## src/hw/synth_cfg_defines.svh

```systemverilog
/*
  register offsets, field positions, reset values and ratio codes of the clock synthesizer
  configuration bank.
  assumes: included by bare name from the design files and the bench; the package does not include it.
*/
`ifndef SYNTH_CFG_DEFINES_SVH
`define SYNTH_CFG_DEFINES_SVH

// ==========================================================
// register offsets
`define OFS_REF_OUTPUT_CONTROL       8'h3C
`define OFS_SYNTH_FEEDBACK_DIV_PV    8'h3D
`define OFS_SYNTH_FEEDBACK_DIV_N     8'h3E
`define OFS_OSCILLATOR_BIAS_CONTROL  8'h3F
`define OFS_LANE_PREEMPHASIS_CONTROL 8'h48

// ==========================================================
// field positions
`define POS_REF_OUT_ENABLE 0
`define POS_DIV_FIRST_LO   0
`define POS_DIV_SECOND_LO  2
`define POS_DIV_THIRD_LO   0
`define POS_BIAS_LO        0
`define POS_PREEMPH_LO     0

// ==========================================================
// reset values
`define RST_REF_OUTPUT_CONTROL       8'h01
`define RST_SYNTH_FEEDBACK_DIV_PV    8'h00
`define RST_SYNTH_FEEDBACK_DIV_N     8'h20
`define RST_OSCILLATOR_BIAS_CONTROL  8'h4F
`define RST_LANE_PREEMPHASIS_CONTROL 8'h00

// ==========================================================
// writable masks (reserved bits held at zero)
`define MASK_REF_OUTPUT_CONTROL       8'h01
`define MASK_SYNTH_FEEDBACK_DIV_PV    8'h0F
`define MASK_SYNTH_FEEDBACK_DIV_N     8'h3F
`define MASK_OSCILLATOR_BIAS_CONTROL  8'h7F
`define MASK_LANE_PREEMPHASIS_CONTROL 8'h0F

// ==========================================================
// divide ratios
`define RATIO_FIRST_CODE0  3'h5
`define RATIO_FIRST_CODE1  3'h4
`define RATIO_FIRST_CODE2  3'h3
`define RATIO_SECOND_CODE0 3'h1
`define RATIO_SECOND_CODE1 3'h2
`define RATIO_SECOND_CODE2 3'h4

`endif

```

## src/hw/synth_cfg_pkg.sv

```systemverilog
/*
  types of the clock synthesizer configuration bank.
  assumes: nothing beyond the defines header.
*/
package synth_cfg_pkg;

  // ==========================================================
  // register request port, write and read
  typedef struct packed {
    logic       write_strobe;
    logic       read_strobe;
    logic [7:0] address;
    logic [7:0] write_data;
  } reg_request_t;

  // ==========================================================
  // configuration handed to the synthesizer
  typedef struct packed {
    logic       ref_out_enable;
    logic [1:0] first_div_code;
    logic [1:0] second_div_code;
    logic [5:0] third_div_ratio;
    logic [6:0] oscillator_bias_level;
    logic [3:0] lane_preemphasis;
  } synth_config_t;

  // ==========================================================
  // divider counter states
  typedef enum logic [1:0] {
    DIV_IDLE    = 2'b00,
    DIV_RUNNING = 2'b01
  } div_state_t;

  typedef struct packed {
    div_state_t state;
    logic [5:0] count;
    logic       tick;
  } div_regs_t;

endpackage

```

## src/hw/ratio_divider.sv

```systemverilog
/*
  programmable divider: one tick every ratio input pulses.
  assumes: ratio changed only while the synthesizer is in reset.
*/
`timescale 1ns/100ps
`include "synth_cfg_defines.svh"

module ratio_divider #(
  parameter int WIDTH = 6
) (
  // clock and reset
  input  wire logic             clk,
  input  wire logic             reset,
  // control
  input  wire logic             hold,
  input  wire logic [WIDTH-1:0] ratio,
  input  wire logic             in_pulse,
  // output
  output logic                  out_pulse
);

  synth_cfg_pkg::div_regs_t r;
  synth_cfg_pkg::div_regs_t next_r;

  // ==========================================================
  // count input pulses
  always_comb begin
    next_r      = r;
    next_r.tick = 1'b0;
    case (r.state)
      synth_cfg_pkg::DIV_IDLE: begin
        next_r.count = '0;
        if (!hold && ratio != '0) begin
          next_r.state = synth_cfg_pkg::DIV_RUNNING;
        end
      end
      synth_cfg_pkg::DIV_RUNNING: begin
        if (hold || ratio == '0) begin
          next_r.state = synth_cfg_pkg::DIV_IDLE;
          next_r.count = '0;
        end else if (in_pulse) begin
          if (r.count + 6'h01 >= 6'(ratio)) begin
            next_r.count = '0;
            next_r.tick  = 1'b1;
          end else begin
            next_r.count = r.count + 6'h01;
          end
        end
      end
      default: begin
        next_r.state = synth_cfg_pkg::DIV_IDLE;
      end
    endcase
  end

  always_ff @(posedge clk) begin
    if (reset) begin
      r <= '{state: synth_cfg_pkg::DIV_IDLE, count: 6'h00, tick: 1'b0};
    end else begin
      r <= next_r;
    end
  end

  assign out_pulse = r.tick;

endmodule

```

## src/hw/clock_synth_config_regs.sv

```systemverilog
/*
  configuration registers of the clock synthesizer and lane pre-emphasis, with the
  reference output gate and the three-stage feedback divider chain.
  assumes: register requests arrive synchronous to clk from the serial programming port;
  osc_pulse is a one-cycle pulse per oscillator period (model of the oscillator edge).
*/
// How it works
// [RL1] reference output on only when enable bit set and synthesizer enabled
// [RL2] reference output enable bit resets to one
// [RL3] second divider code 0,1,2 divides by 1,2,4; its output is sampling clock
// [RL4] first divider code 0,1,2 divides by 5,4,3; feeds second divider
// [RL5] software sets synthesizer reset bit before changing any divider field
// [RL6] third divider six-bit value is the ratio, 1 to 63, reset 32
// [RL7] third divider divides sampling clock into detector feedback clock
// [RL8] software writes oscillator bias 0x4A, not relying on reset 0x4F
// [RL9] one pre-emphasis field drives all eight lanes together
// [RL10] software writes reserved bits as zero
`timescale 1ns/100ps
`include "synth_cfg_defines.svh"

module clock_synth_config_regs #(
  parameter int LANES = 8
) (
  // clock and reset
  input  wire logic                          clk,
  input  wire logic                          reset,
  // register port
  input  wire synth_cfg_pkg::reg_request_t   req,
  output logic [7:0]                         read_data,
  output logic                               read_valid,
  // synthesizer side
  input  wire logic                          synth_enable,
  input  wire logic                          synth_reset_bit,
  input  wire logic                          osc_pulse,
  output logic                               synth_reference_output,
  output logic                               sampling_pulse,
  output logic                               feedback_pulse,
  output synth_cfg_pkg::synth_config_t       config_out,
  output logic [LANES-1:0][3:0]              lane_preemphasis
);

  typedef struct packed {
    logic [7:0] ref_ctrl;
    logic [7:0] div_pv;
    logic [7:0] div_n;
    logic [7:0] bias;
    logic [7:0] preemph;
    logic [7:0] rdata;
    logic       rvalid;
    logic       refo;
  } state_t;

  state_t s;
  state_t next_s;
  logic   first_tick;

  // ==========================================================
  // ratio decode
  function automatic logic [2:0] first_ratio(input logic [1:0] code);
    case (code)
      2'h0:    first_ratio = `RATIO_FIRST_CODE0;
      2'h1:    first_ratio = `RATIO_FIRST_CODE1;
      2'h2:    first_ratio = `RATIO_FIRST_CODE2;
      default: first_ratio = 3'h0;
    endcase
  endfunction

  function automatic logic [2:0] second_ratio(input logic [1:0] code);
    case (code)
      2'h0:    second_ratio = `RATIO_SECOND_CODE0;
      2'h1:    second_ratio = `RATIO_SECOND_CODE1;
      2'h2:    second_ratio = `RATIO_SECOND_CODE2;
      default: second_ratio = 3'h0;
    endcase
  endfunction

  // ==========================================================
  // register file
  always_comb begin
    next_s        = s;
    next_s.rvalid = 1'b0;
    if (req.write_strobe) begin
      case (req.address)
        `OFS_REF_OUTPUT_CONTROL:
          next_s.ref_ctrl = req.write_data & `MASK_REF_OUTPUT_CONTROL;
        `OFS_SYNTH_FEEDBACK_DIV_PV:
          next_s.div_pv = req.write_data & `MASK_SYNTH_FEEDBACK_DIV_PV;
        `OFS_SYNTH_FEEDBACK_DIV_N:
          next_s.div_n = req.write_data & `MASK_SYNTH_FEEDBACK_DIV_N;
        `OFS_OSCILLATOR_BIAS_CONTROL:
          next_s.bias = req.write_data & `MASK_OSCILLATOR_BIAS_CONTROL;
        `OFS_LANE_PREEMPHASIS_CONTROL:
          next_s.preemph = req.write_data & `MASK_LANE_PREEMPHASIS_CONTROL;
        default: begin
        end
      endcase
    end
    if (req.read_strobe) begin
      next_s.rvalid = 1'b1;
      case (req.address)
        `OFS_REF_OUTPUT_CONTROL:       next_s.rdata = s.ref_ctrl;
        `OFS_SYNTH_FEEDBACK_DIV_PV:    next_s.rdata = s.div_pv;
        `OFS_SYNTH_FEEDBACK_DIV_N:     next_s.rdata = s.div_n;
        `OFS_OSCILLATOR_BIAS_CONTROL:  next_s.rdata = s.bias;
        `OFS_LANE_PREEMPHASIS_CONTROL: next_s.rdata = s.preemph;
        default:                       next_s.rdata = 8'h00;
      endcase
    end
    // reference output gate
    next_s.refo = s.ref_ctrl[`POS_REF_OUT_ENABLE] & synth_enable; // [RL1]
  end

  always_ff @(posedge clk) begin
    if (reset) begin
      s.ref_ctrl <= `RST_REF_OUTPUT_CONTROL; // [RL2]
      s.div_pv   <= `RST_SYNTH_FEEDBACK_DIV_PV;
      s.div_n    <= `RST_SYNTH_FEEDBACK_DIV_N; // [RL6]
      s.bias     <= `RST_OSCILLATOR_BIAS_CONTROL;
      s.preemph  <= `RST_LANE_PREEMPHASIS_CONTROL;
      s.rdata    <= 8'h00;
      s.rvalid   <= 1'b0;
      s.refo     <= 1'b0;
    end else begin
      s <= next_s;
    end
  end

  // ==========================================================
  // configuration outputs
  assign read_data  = s.rdata;
  assign read_valid = s.rvalid;
  assign synth_reference_output = s.refo;
  assign config_out.ref_out_enable        = s.ref_ctrl[`POS_REF_OUT_ENABLE];
  assign config_out.first_div_code        = s.div_pv[`POS_DIV_FIRST_LO +: 2];
  assign config_out.second_div_code       = s.div_pv[`POS_DIV_SECOND_LO +: 2];
  assign config_out.third_div_ratio       = s.div_n[`POS_DIV_THIRD_LO +: 6];
  assign config_out.oscillator_bias_level = s.bias[`POS_BIAS_LO +: 7];
  assign config_out.lane_preemphasis      = s.preemph[`POS_PREEMPH_LO +: 4];

  // one common setting for every lane
  always_comb begin
    for (int i = 0; i < LANES; i++) begin
      lane_preemphasis[i] = s.preemph[`POS_PREEMPH_LO +: 4]; // [RL9]
    end
  end

  // ==========================================================
  // feedback divider chain, held while the synthesizer is in reset
  ratio_divider #(.WIDTH(3)) u_first (
    .clk       (clk),
    .reset     (reset),
    .hold      (synth_reset_bit),
    .ratio     (first_ratio(config_out.first_div_code)), // [RL4]
    .in_pulse  (osc_pulse),
    .out_pulse (first_tick)
  );

  ratio_divider #(.WIDTH(3)) u_second (
    .clk       (clk),
    .reset     (reset),
    .hold      (synth_reset_bit),
    .ratio     (second_ratio(config_out.second_div_code)), // [RL3]
    .in_pulse  (first_tick),
    .out_pulse (sampling_pulse)
  );

  ratio_divider #(.WIDTH(6)) u_third (
    .clk       (clk),
    .reset     (reset),
    .hold      (synth_reset_bit),
    .ratio     (config_out.third_div_ratio), // [RL6]
    .in_pulse  (sampling_pulse),
    .out_pulse (feedback_pulse) // [RL7]
  );

  // ==========================================================
  // checks
  property p_refo_gate;
    @(posedge clk) disable iff (reset)
      !$past(reset) |-> synth_reference_output == $past(s.ref_ctrl[0] & synth_enable);
  endproperty
  a_refo_gate: assert property (p_refo_gate) else $error("reference output gate wrong"); // [RL1]

  property p_refo_reset;
    @(posedge clk) $fell(reset) |-> s.ref_ctrl[0];
  endproperty
  a_refo_reset: assert property (p_refo_reset) else $error("enable bit not one after reset"); // [RL2]

  property p_second_code;
    @(posedge clk) disable iff (reset)
      second_ratio(config_out.second_div_code) ==
        ((config_out.second_div_code == 2'h0) ? 3'h1 :
         (config_out.second_div_code == 2'h1) ? 3'h2 :
         (config_out.second_div_code == 2'h2) ? 3'h4 : 3'h0);
  endproperty
  a_second_code: assert property (p_second_code) else $error("second ratio decode wrong"); // [RL3]

  property p_first_code;
    @(posedge clk) disable iff (reset)
      (config_out.first_div_code == 2'h0) |-> first_ratio(config_out.first_div_code) == 3'h5;
  endproperty
  a_first_code: assert property (p_first_code) else $error("first ratio default not five"); // [RL4]

  property p_hold_quiet;
    @(posedge clk) disable iff (reset)
      synth_reset_bit [*3] |-> !sampling_pulse && !feedback_pulse;
  endproperty
  a_hold_quiet: assert property (p_hold_quiet) else $error("divider ran in reset"); // [RL5]

  property p_third_reset;
    @(posedge clk) $fell(reset) |-> s.div_n == 8'h20;
  endproperty
  a_third_reset: assert property (p_third_reset) else $error("third ratio reset not 32"); // [RL6]

  property p_feedback_from_sampling;
    @(posedge clk) disable iff (reset)
      feedback_pulse |-> $past(sampling_pulse);
  endproperty
  a_feedback_from_sampling: assert property (p_feedback_from_sampling)
    else $error("feedback without sampling edge"); // [RL7]

  property p_bias_write;
    @(posedge clk) disable iff (reset)
      req.write_strobe && req.address == 8'h3F |=> s.bias == ($past(req.write_data) & 8'h7F);
  endproperty
  a_bias_write: assert property (p_bias_write) else $error("bias write lost"); // [RL8]

  property p_lanes_common;
    @(posedge clk) disable iff (reset)
      lane_preemphasis[LANES-1] == s.preemph[3:0] && lane_preemphasis[0] == s.preemph[3:0];
  endproperty
  a_lanes_common: assert property (p_lanes_common) else $error("lanes differ"); // [RL9]

  property p_reserved_zero;
    @(posedge clk) disable iff (reset)
      s.ref_ctrl[7:1] == 7'h00 && s.div_pv[7:4] == 4'h0 && s.preemph[7:4] == 4'h0;
  endproperty
  a_reserved_zero: assert property (p_reserved_zero) else $error("reserved bits set"); // [RL10]

endmodule

```

## config.mk

```make
export PLATFORM = sky130hd
export DESIGN_NAME = clock_synth_config_regs
export DESIGN_NICKNAME = d
export VERILOG_FILES = /design/src/hw/synth_cfg_pkg.sv /design/src/hw/ratio_divider.sv /design/src/hw/clock_synth_config_regs.sv
export VERILOG_INCLUDE_DIRS = /design/src /design/src/hw
export SDC_FILE = /design/constraint.sdc
export NUM_CORES = 1
export LEC_CHECK = 0
export ABC_AREA = 1
export BUFFER_PORTS_ARGS = -buffer_cell sky130_fd_sc_hd__buf_4
export CAP_MARGIN = 20
export CORE_MARGIN = 5
export CORE_UTILIZATION = 52
export CTS_CLUSTER_SIZE = 8
export DETAILED_ROUTE_END_ITERATION = 10
export HOLD_SLACK_MARGIN = 0.15
export PLACE_DENSITY = 0.91
export SYNTH_ARGS = -nofsm -noshare
export SYNTH_HDL_FRONTEND = slang
export SYNTH_SLANG_ARGS = --single-unit
```

## constraint.sdc

```tcl
create_clock -name clk -period 2.15 [get_ports clk]
set_clock_uncertainty 0.1 [all_clocks]
set_input_delay 0.3225 -clock clk [delete_from_list [all_inputs] [get_ports clk]]
set_output_delay 0.3225 -clock clk [all_outputs]
set_load 0.005 [all_outputs]
```

After elaboration in Yosys (flattened, before gate mapping)
Cells that the tools add are included.
Widths: inputs -> output; s select.
{"block": "word_totals", "in_bits": 23, "word_cells": 114, "register_bits": 58}
{"block": "op_classes", "reduce_logical": 35, "add_sub_neg": 3, "n_eq_ne": 21, "bitwise_logic": 7, "muxes": 28, "n_lt_le_gt_ge": 3}
{"op": "$mux 6", "count": 6}
{"op": "$pmux 6 s2", "count": 3}
{"op": "$pmux 7 s5", "count": 1}
{"op": "$eq 8x6->1 const B", "count": 4}
{"op": "$reduce_and 2->1", "count": 11}
{"op": "$mux 7", "count": 3}
{"op": "$add 6x1->6 const B", "count": 3}
{"op": "$pmux 3 s3", "count": 2}
{"op": "$ge 6x3->1", "count": 2}
{"op": "$mux 2", "count": 6}
{"op": "$ne 2x1->1 const B", "count": 6}
{"op": "$pmux 2 s2", "count": 3}
{"op": "$reduce_or 4->1", "count": 3}
{"op": "$eq 2x1->1 const B", "count": 5}
{"op": "$logic_not 2->1", "count": 5}
{"op": "$ne 3x2->1 const B", "count": 3}
{"op": "$eq 8x7->1 const B", "count": 1}
{"op": "$ge 6x6->1", "count": 1}
{"op": "$logic_not 3->1", "count": 2}
{"op": "$logic_not 6->1", "count": 1}
{"op": "$not 1->1", "count": 6}
{"op": "$reduce_bool 2->1", "count": 3}
{"op": "$reduce_bool 3->1", "count": 2}
{"op": "$reduce_bool 6->1", "count": 1}
{"op": "other kinds (6)", "count": 14}

Logic depth before layout (Yosys ltp)
{"block": "depth", "ltp_word": 7, "mapped_depth": 11}

Modules after synthesis
From an unflattened synthesis, not the netlist that was laid out.
{"block": "hier_totals", "hier_cells": 441, "area_unflattened_um2": 3145.5}
{"module": "clock_synth_config_regs", "seq_area_each_um2": 620.6, "area_each_um2": 1669.1, "cells_per_inst": 225, "instances": 1}
{"module": "ratio_divider (u_first ...)", "seq_area_each_um2": 160.2, "area_each_um2": 441.7, "cells_per_inst": 65, "instances": 2}
{"module": "ratio_divider (u_third)", "seq_area_each_um2": 160.2, "area_each_um2": 593.1, "cells_per_inst": 86, "instances": 1}

Least setup slack after synthesis
No wires, ideal clock.
{"block": "synth_path", "kind": "reg2reg", "startpoint": "register u_third.r[1] (netlist bit)", "endpoint": "register u_third.r[6] (netlist bit)", "arrival_time_ps": 1745, "setup_ps": 71, "path_slack_ps": 235, "period_less_slack_ps": 1915, "t_required_ps": 1979, "path_stages_with_launch": 10, "path_buffers": 0, "path_cell_list": "dfxtp_1 nand4_1 o21ai_0 nand2_1 ha_1 a21oi_1 o21ai_0 nor2_1 nand3_1 a21oi_1"}
{"block": "synth_via", "elab_chain_len": 6}
{"element": "start: declaration", "line_no": "ratio_divider.sv:22", "rtl": "synth_cfg_pkg::div_regs_t r;"}
{"element": "start signal: assignment", "line_no": "ratio_divider.sv:58", "rtl": "r <= '{state: synth_cfg_pkg::DIV_IDLE, count: 6'h00, tick: 1'b0};"}
{"element": "start signal: assignment", "line_no": "ratio_divider.sv:60", "rtl": "r <= next_r;"}
{"element": "$add 6x1->6 (*)", "line_no": "ratio_divider.sv:42, ratio_divider.sv:46"}
{"element": "$ge 6x6->1", "line_no": "ratio_divider.sv:42", "rtl": "if (r.count + 6'h01 >= 6'(ratio)) begin"}
{"element": "$mux 6 (*)", "line_no": "ratio_divider.sv:42"}
{"element": "$mux 7 (*)", "line_no": "ratio_divider.sv:41", "rtl": "end else if (in_pulse) begin"}
{"element": "$mux 6 (*)", "line_no": "ratio_divider.sv:38", "rtl": "if (hold || ratio == '0) begin"}
{"element": "$pmux 6 s2 (*)", "line_no": "ratio_divider.sv:30", "rtl": "case (r.state)"}
Mark *: on every way between the ends. The rest lies on a longest branch, timed or not. The select of a mux whose other input is x is not followed.
A chain may end at the register's enable or synchronous reset.

Worst setup path in the final report
{"block": "layout_path", "startpoint": "register u_third.r[1] (netlist bit)", "endpoint": "register u_third.r[2] (netlist bit)"}
Same word-level chain as after synthesis.

==> metrics.txt <==
status=completed; CP peak stage delay=between 0.3 and 0.4 ns; worst path cell trace=nand4_1 -> o21ai_0 -> nand2_1 -> ha_4 -> a21oi_1 -> o21ai_0 -> nor2_1 -> buf_4 -> nand3_1 -> a21oi_1; hold_ws=0.164 ns; DP Wirelength=roughly 5800 µm; DRC violations left=0; Nets=between 500 and 600; diode count=0; hold crit path type=input port to flop; Clock Tree Buf Depth=2; Syn Nets=approximately 460; PnR Total Power=1.74 mW; number of global-route vias before repair=about 2800; Buf+Inv Stages, Crit Path=1; DP Worst Slack=roughly 0.096 ns; CTS root buffer=clkbuf_8; synthesized cell area=approximately 3200 µm²; Final Cycle Share=between 90% and 100%; # setup viols final=0; Horiz. Die Dim=88.1 µm; fmax=between 0.4 and 0.5 GHz; layout cell share with drive strength beyond 1=just under 30%; detailed-route via count=roughly 3000; Top Family by Delay on Critical Path=compound AO/OA/AOI/OAI gates; largest net degree at the start of global routing=34; post-synthesis to final-layout area growth=18.0%; Synth Register Bits=55; Core Util, Final=a little over three fifths; Cell Pwr Density=approximately 470 nW/µm²; TritonCTS clock tree=built; post-synth top area share=between 30% and 40%; TNS Setup=0 ns; Synth area leader=dfxtp_1; area of the multi-input gates=approximately 1500 µm²; Max-cap violations=0; Post-synth top flop=dfxtp_1; fin crit period=roughly 2.1 ns; H-tree levels=2; Sink Count=between 50 and 60; register area share after synthesis=about a third; startpoint types=flop; Slew Viols, Final=0; Fillers=between 400 and 500; Final Instance Area=3740 µm²; post-DR wirelength/cell=~14 µm; Critical-path top delay cell=dfxtp_4; Critical Path Stages=10; Starting Density=53.6%; Worst-Skew Late Latency=~0.31 ns; I/O Buffers=86; Post-Synthesis Cells=426; crit-path max FO=7; Clock transition at path regs=approximately 0.10 ns; WP data required=between 2 and 2.5 ns; Avg Inst Size Synth=7.45 µm²; Netlist cell types=35; Num CTS Buffers=5; total die area=between 7000 and 8000 µm²; CP Capture Type=flop; Worst Setup Path Type=flop to flop; RePlAce Congestion=0.866; flip-flop and latch area=between 1000 and 1500 µm²; Arrival @ worst endpoint=around 2.3 ns; Hold Path Stages=3; Core Area=slightly below 6000 µm²; ys async rst share=0%; Fin. Hold Viols=0; Layout Cells excl Fill=555; top post-synthesis cells by area=dfxtp_1, buf_4, nand2_1; First-pass DRT Iterations=5; Vias/cell=around 5.3; Final WS setup=~0.044 ns; initial drt markers=approximately 180; initial antenna violation count=0; grt ovf=0; FP Rows=28; placed insts=~540; IO Count=89; Synthesis Warnings=0; peak supply drop=~290 µV; Die H=approximately 90 µm; Post-synth EDFFs=0; ANT nets after route=0; worst reg2reg path depth=10; WL final=between 7000 and 8000 µm; GRT Total Usage=19.9%; Lkg Pwr=between 1.5 and 2 nW; first-pass GRT wire length=12400 µm; Post-DP Area=around 3600 µm²
[area by class of cell]
cell class / instances / share of cell area [%]
Clock buffer: 6 / 1.94
Timing Repair Buffer: 92 / 18.6
Multi-Input combinational cell: 266 / 41.0
Inverter: 59 / 5.92
Tap cell: 75 / 2.51
Clock inverter: 2 / 0.468
Sequential cell: 55 / 29.6
[routing by layer]
| layer | global-route usage (%) | vias up | share of wire [%] |
|---|---|---|---|
| met1 | 21.6 | 1341 | 38 |
| li1 | - | 1457 | - |
| met3 | 5.27 | 21 | 8.5 |
| met5 | 0 | - | 0 |
| met4 | 7.01 | 0 | 2.1 |
| met2 | 36.8 | 111 | 51 |
[Yosys cell counts (all sizes together) (2+ instances only)]
master	instances
ha	15
o211ai	4
o21ai	25
nand4	5
nand2	77
nor3	8
nand3	42
buf	41
xor2	2
clkbuf	5
xnor2	2
inv	59
a21oi	45
nor2	34
dfxtp	55
[power breakdown]
part,total (mW),internal [mW],switching (mW)
Combinational,0.137,0.0537,0.0829
Sequential,1.03,1.02,0.00505
Clock,0.577,0.235,0.342
[tightest hold or removal path, cell delays in order]
cell	delay [ns]
buf_4	0.08
inv_1	0.04
a21oi_2	0.10
[flip-flops by register name, summed over array words and instances (netlist names)]
| register | flops |
|---|---|
| config_out | 22 |
| read_data | 7 |
| read_valid | 1 |
| synth_reference_output | 1 |
| u_first.out_pulse | 1 |
| u_first.r | 7 |
| u_second.out_pulse | 1 |
| u_second.r | 7 |
| u_third.out_pulse | 1 |
| u_third.r | 7 |
[timing repair]
item                       CTS  global route
setup buffers                0             1
resized for setup            0             8
hold endpoints to repair     2             0
setup endpoints to repair    0             7
hold buffers                 2             0
[final timing paths]
kind,slack (ns),to,from
worst min register to register,0.36,u_second.r[6],u_second.r[6]
worst max-delay path,0.04,u_third.r[2],u_third.r[1]
worst min-delay path,0.16,config_out[15],req[4]
worst max register to register,0.04,u_third.r[2],u_third.r[1]
[kinds of logic (layout without fill, tap and decap cells)]
| logic type | Yosys count | after routing | synth area share [%] |
|---|---|---|---|
| simple gates | 167 | 167 | 26.1 |
| buf+inv | 105 | 159 | 17.6 |
| compound gates | 79 | 79 | 14.5 |
| flops | 55 | 55 | 34.7 |
| fa+ha+maj | 15 | 15 | 5.92 |
| xor+xnor | 4 | 4 | 1.10 |
| other cells | 1 | 1 | 0.118 |
[placed cells by master (no fill, tap or decap), types with 3 or more instances in the layout]
cell type  Yosys  layout
inv_1         55      55
a21oi_2        3       4
o21ai_0       17      17
o21ai_2        3       3
o211ai_2       4       4
dfxtp_1       55      51
nor2_1        26      26
nand3_1       42      42
a21oi_1       42      41
nor2_4         4       4
o21ai_1        5       5
buf_4         36      90
nor3_1         5       5
nand4_1        5       5
nor3_2         3       3
nand2_1       67      67
ha_1          15      13
nand2_2        7       7
inv_2          4       4
nand2_4        3       3
dfxtp_2        0       3
clkbuf_8       0       5
Power figures use the tool's default switching activity.
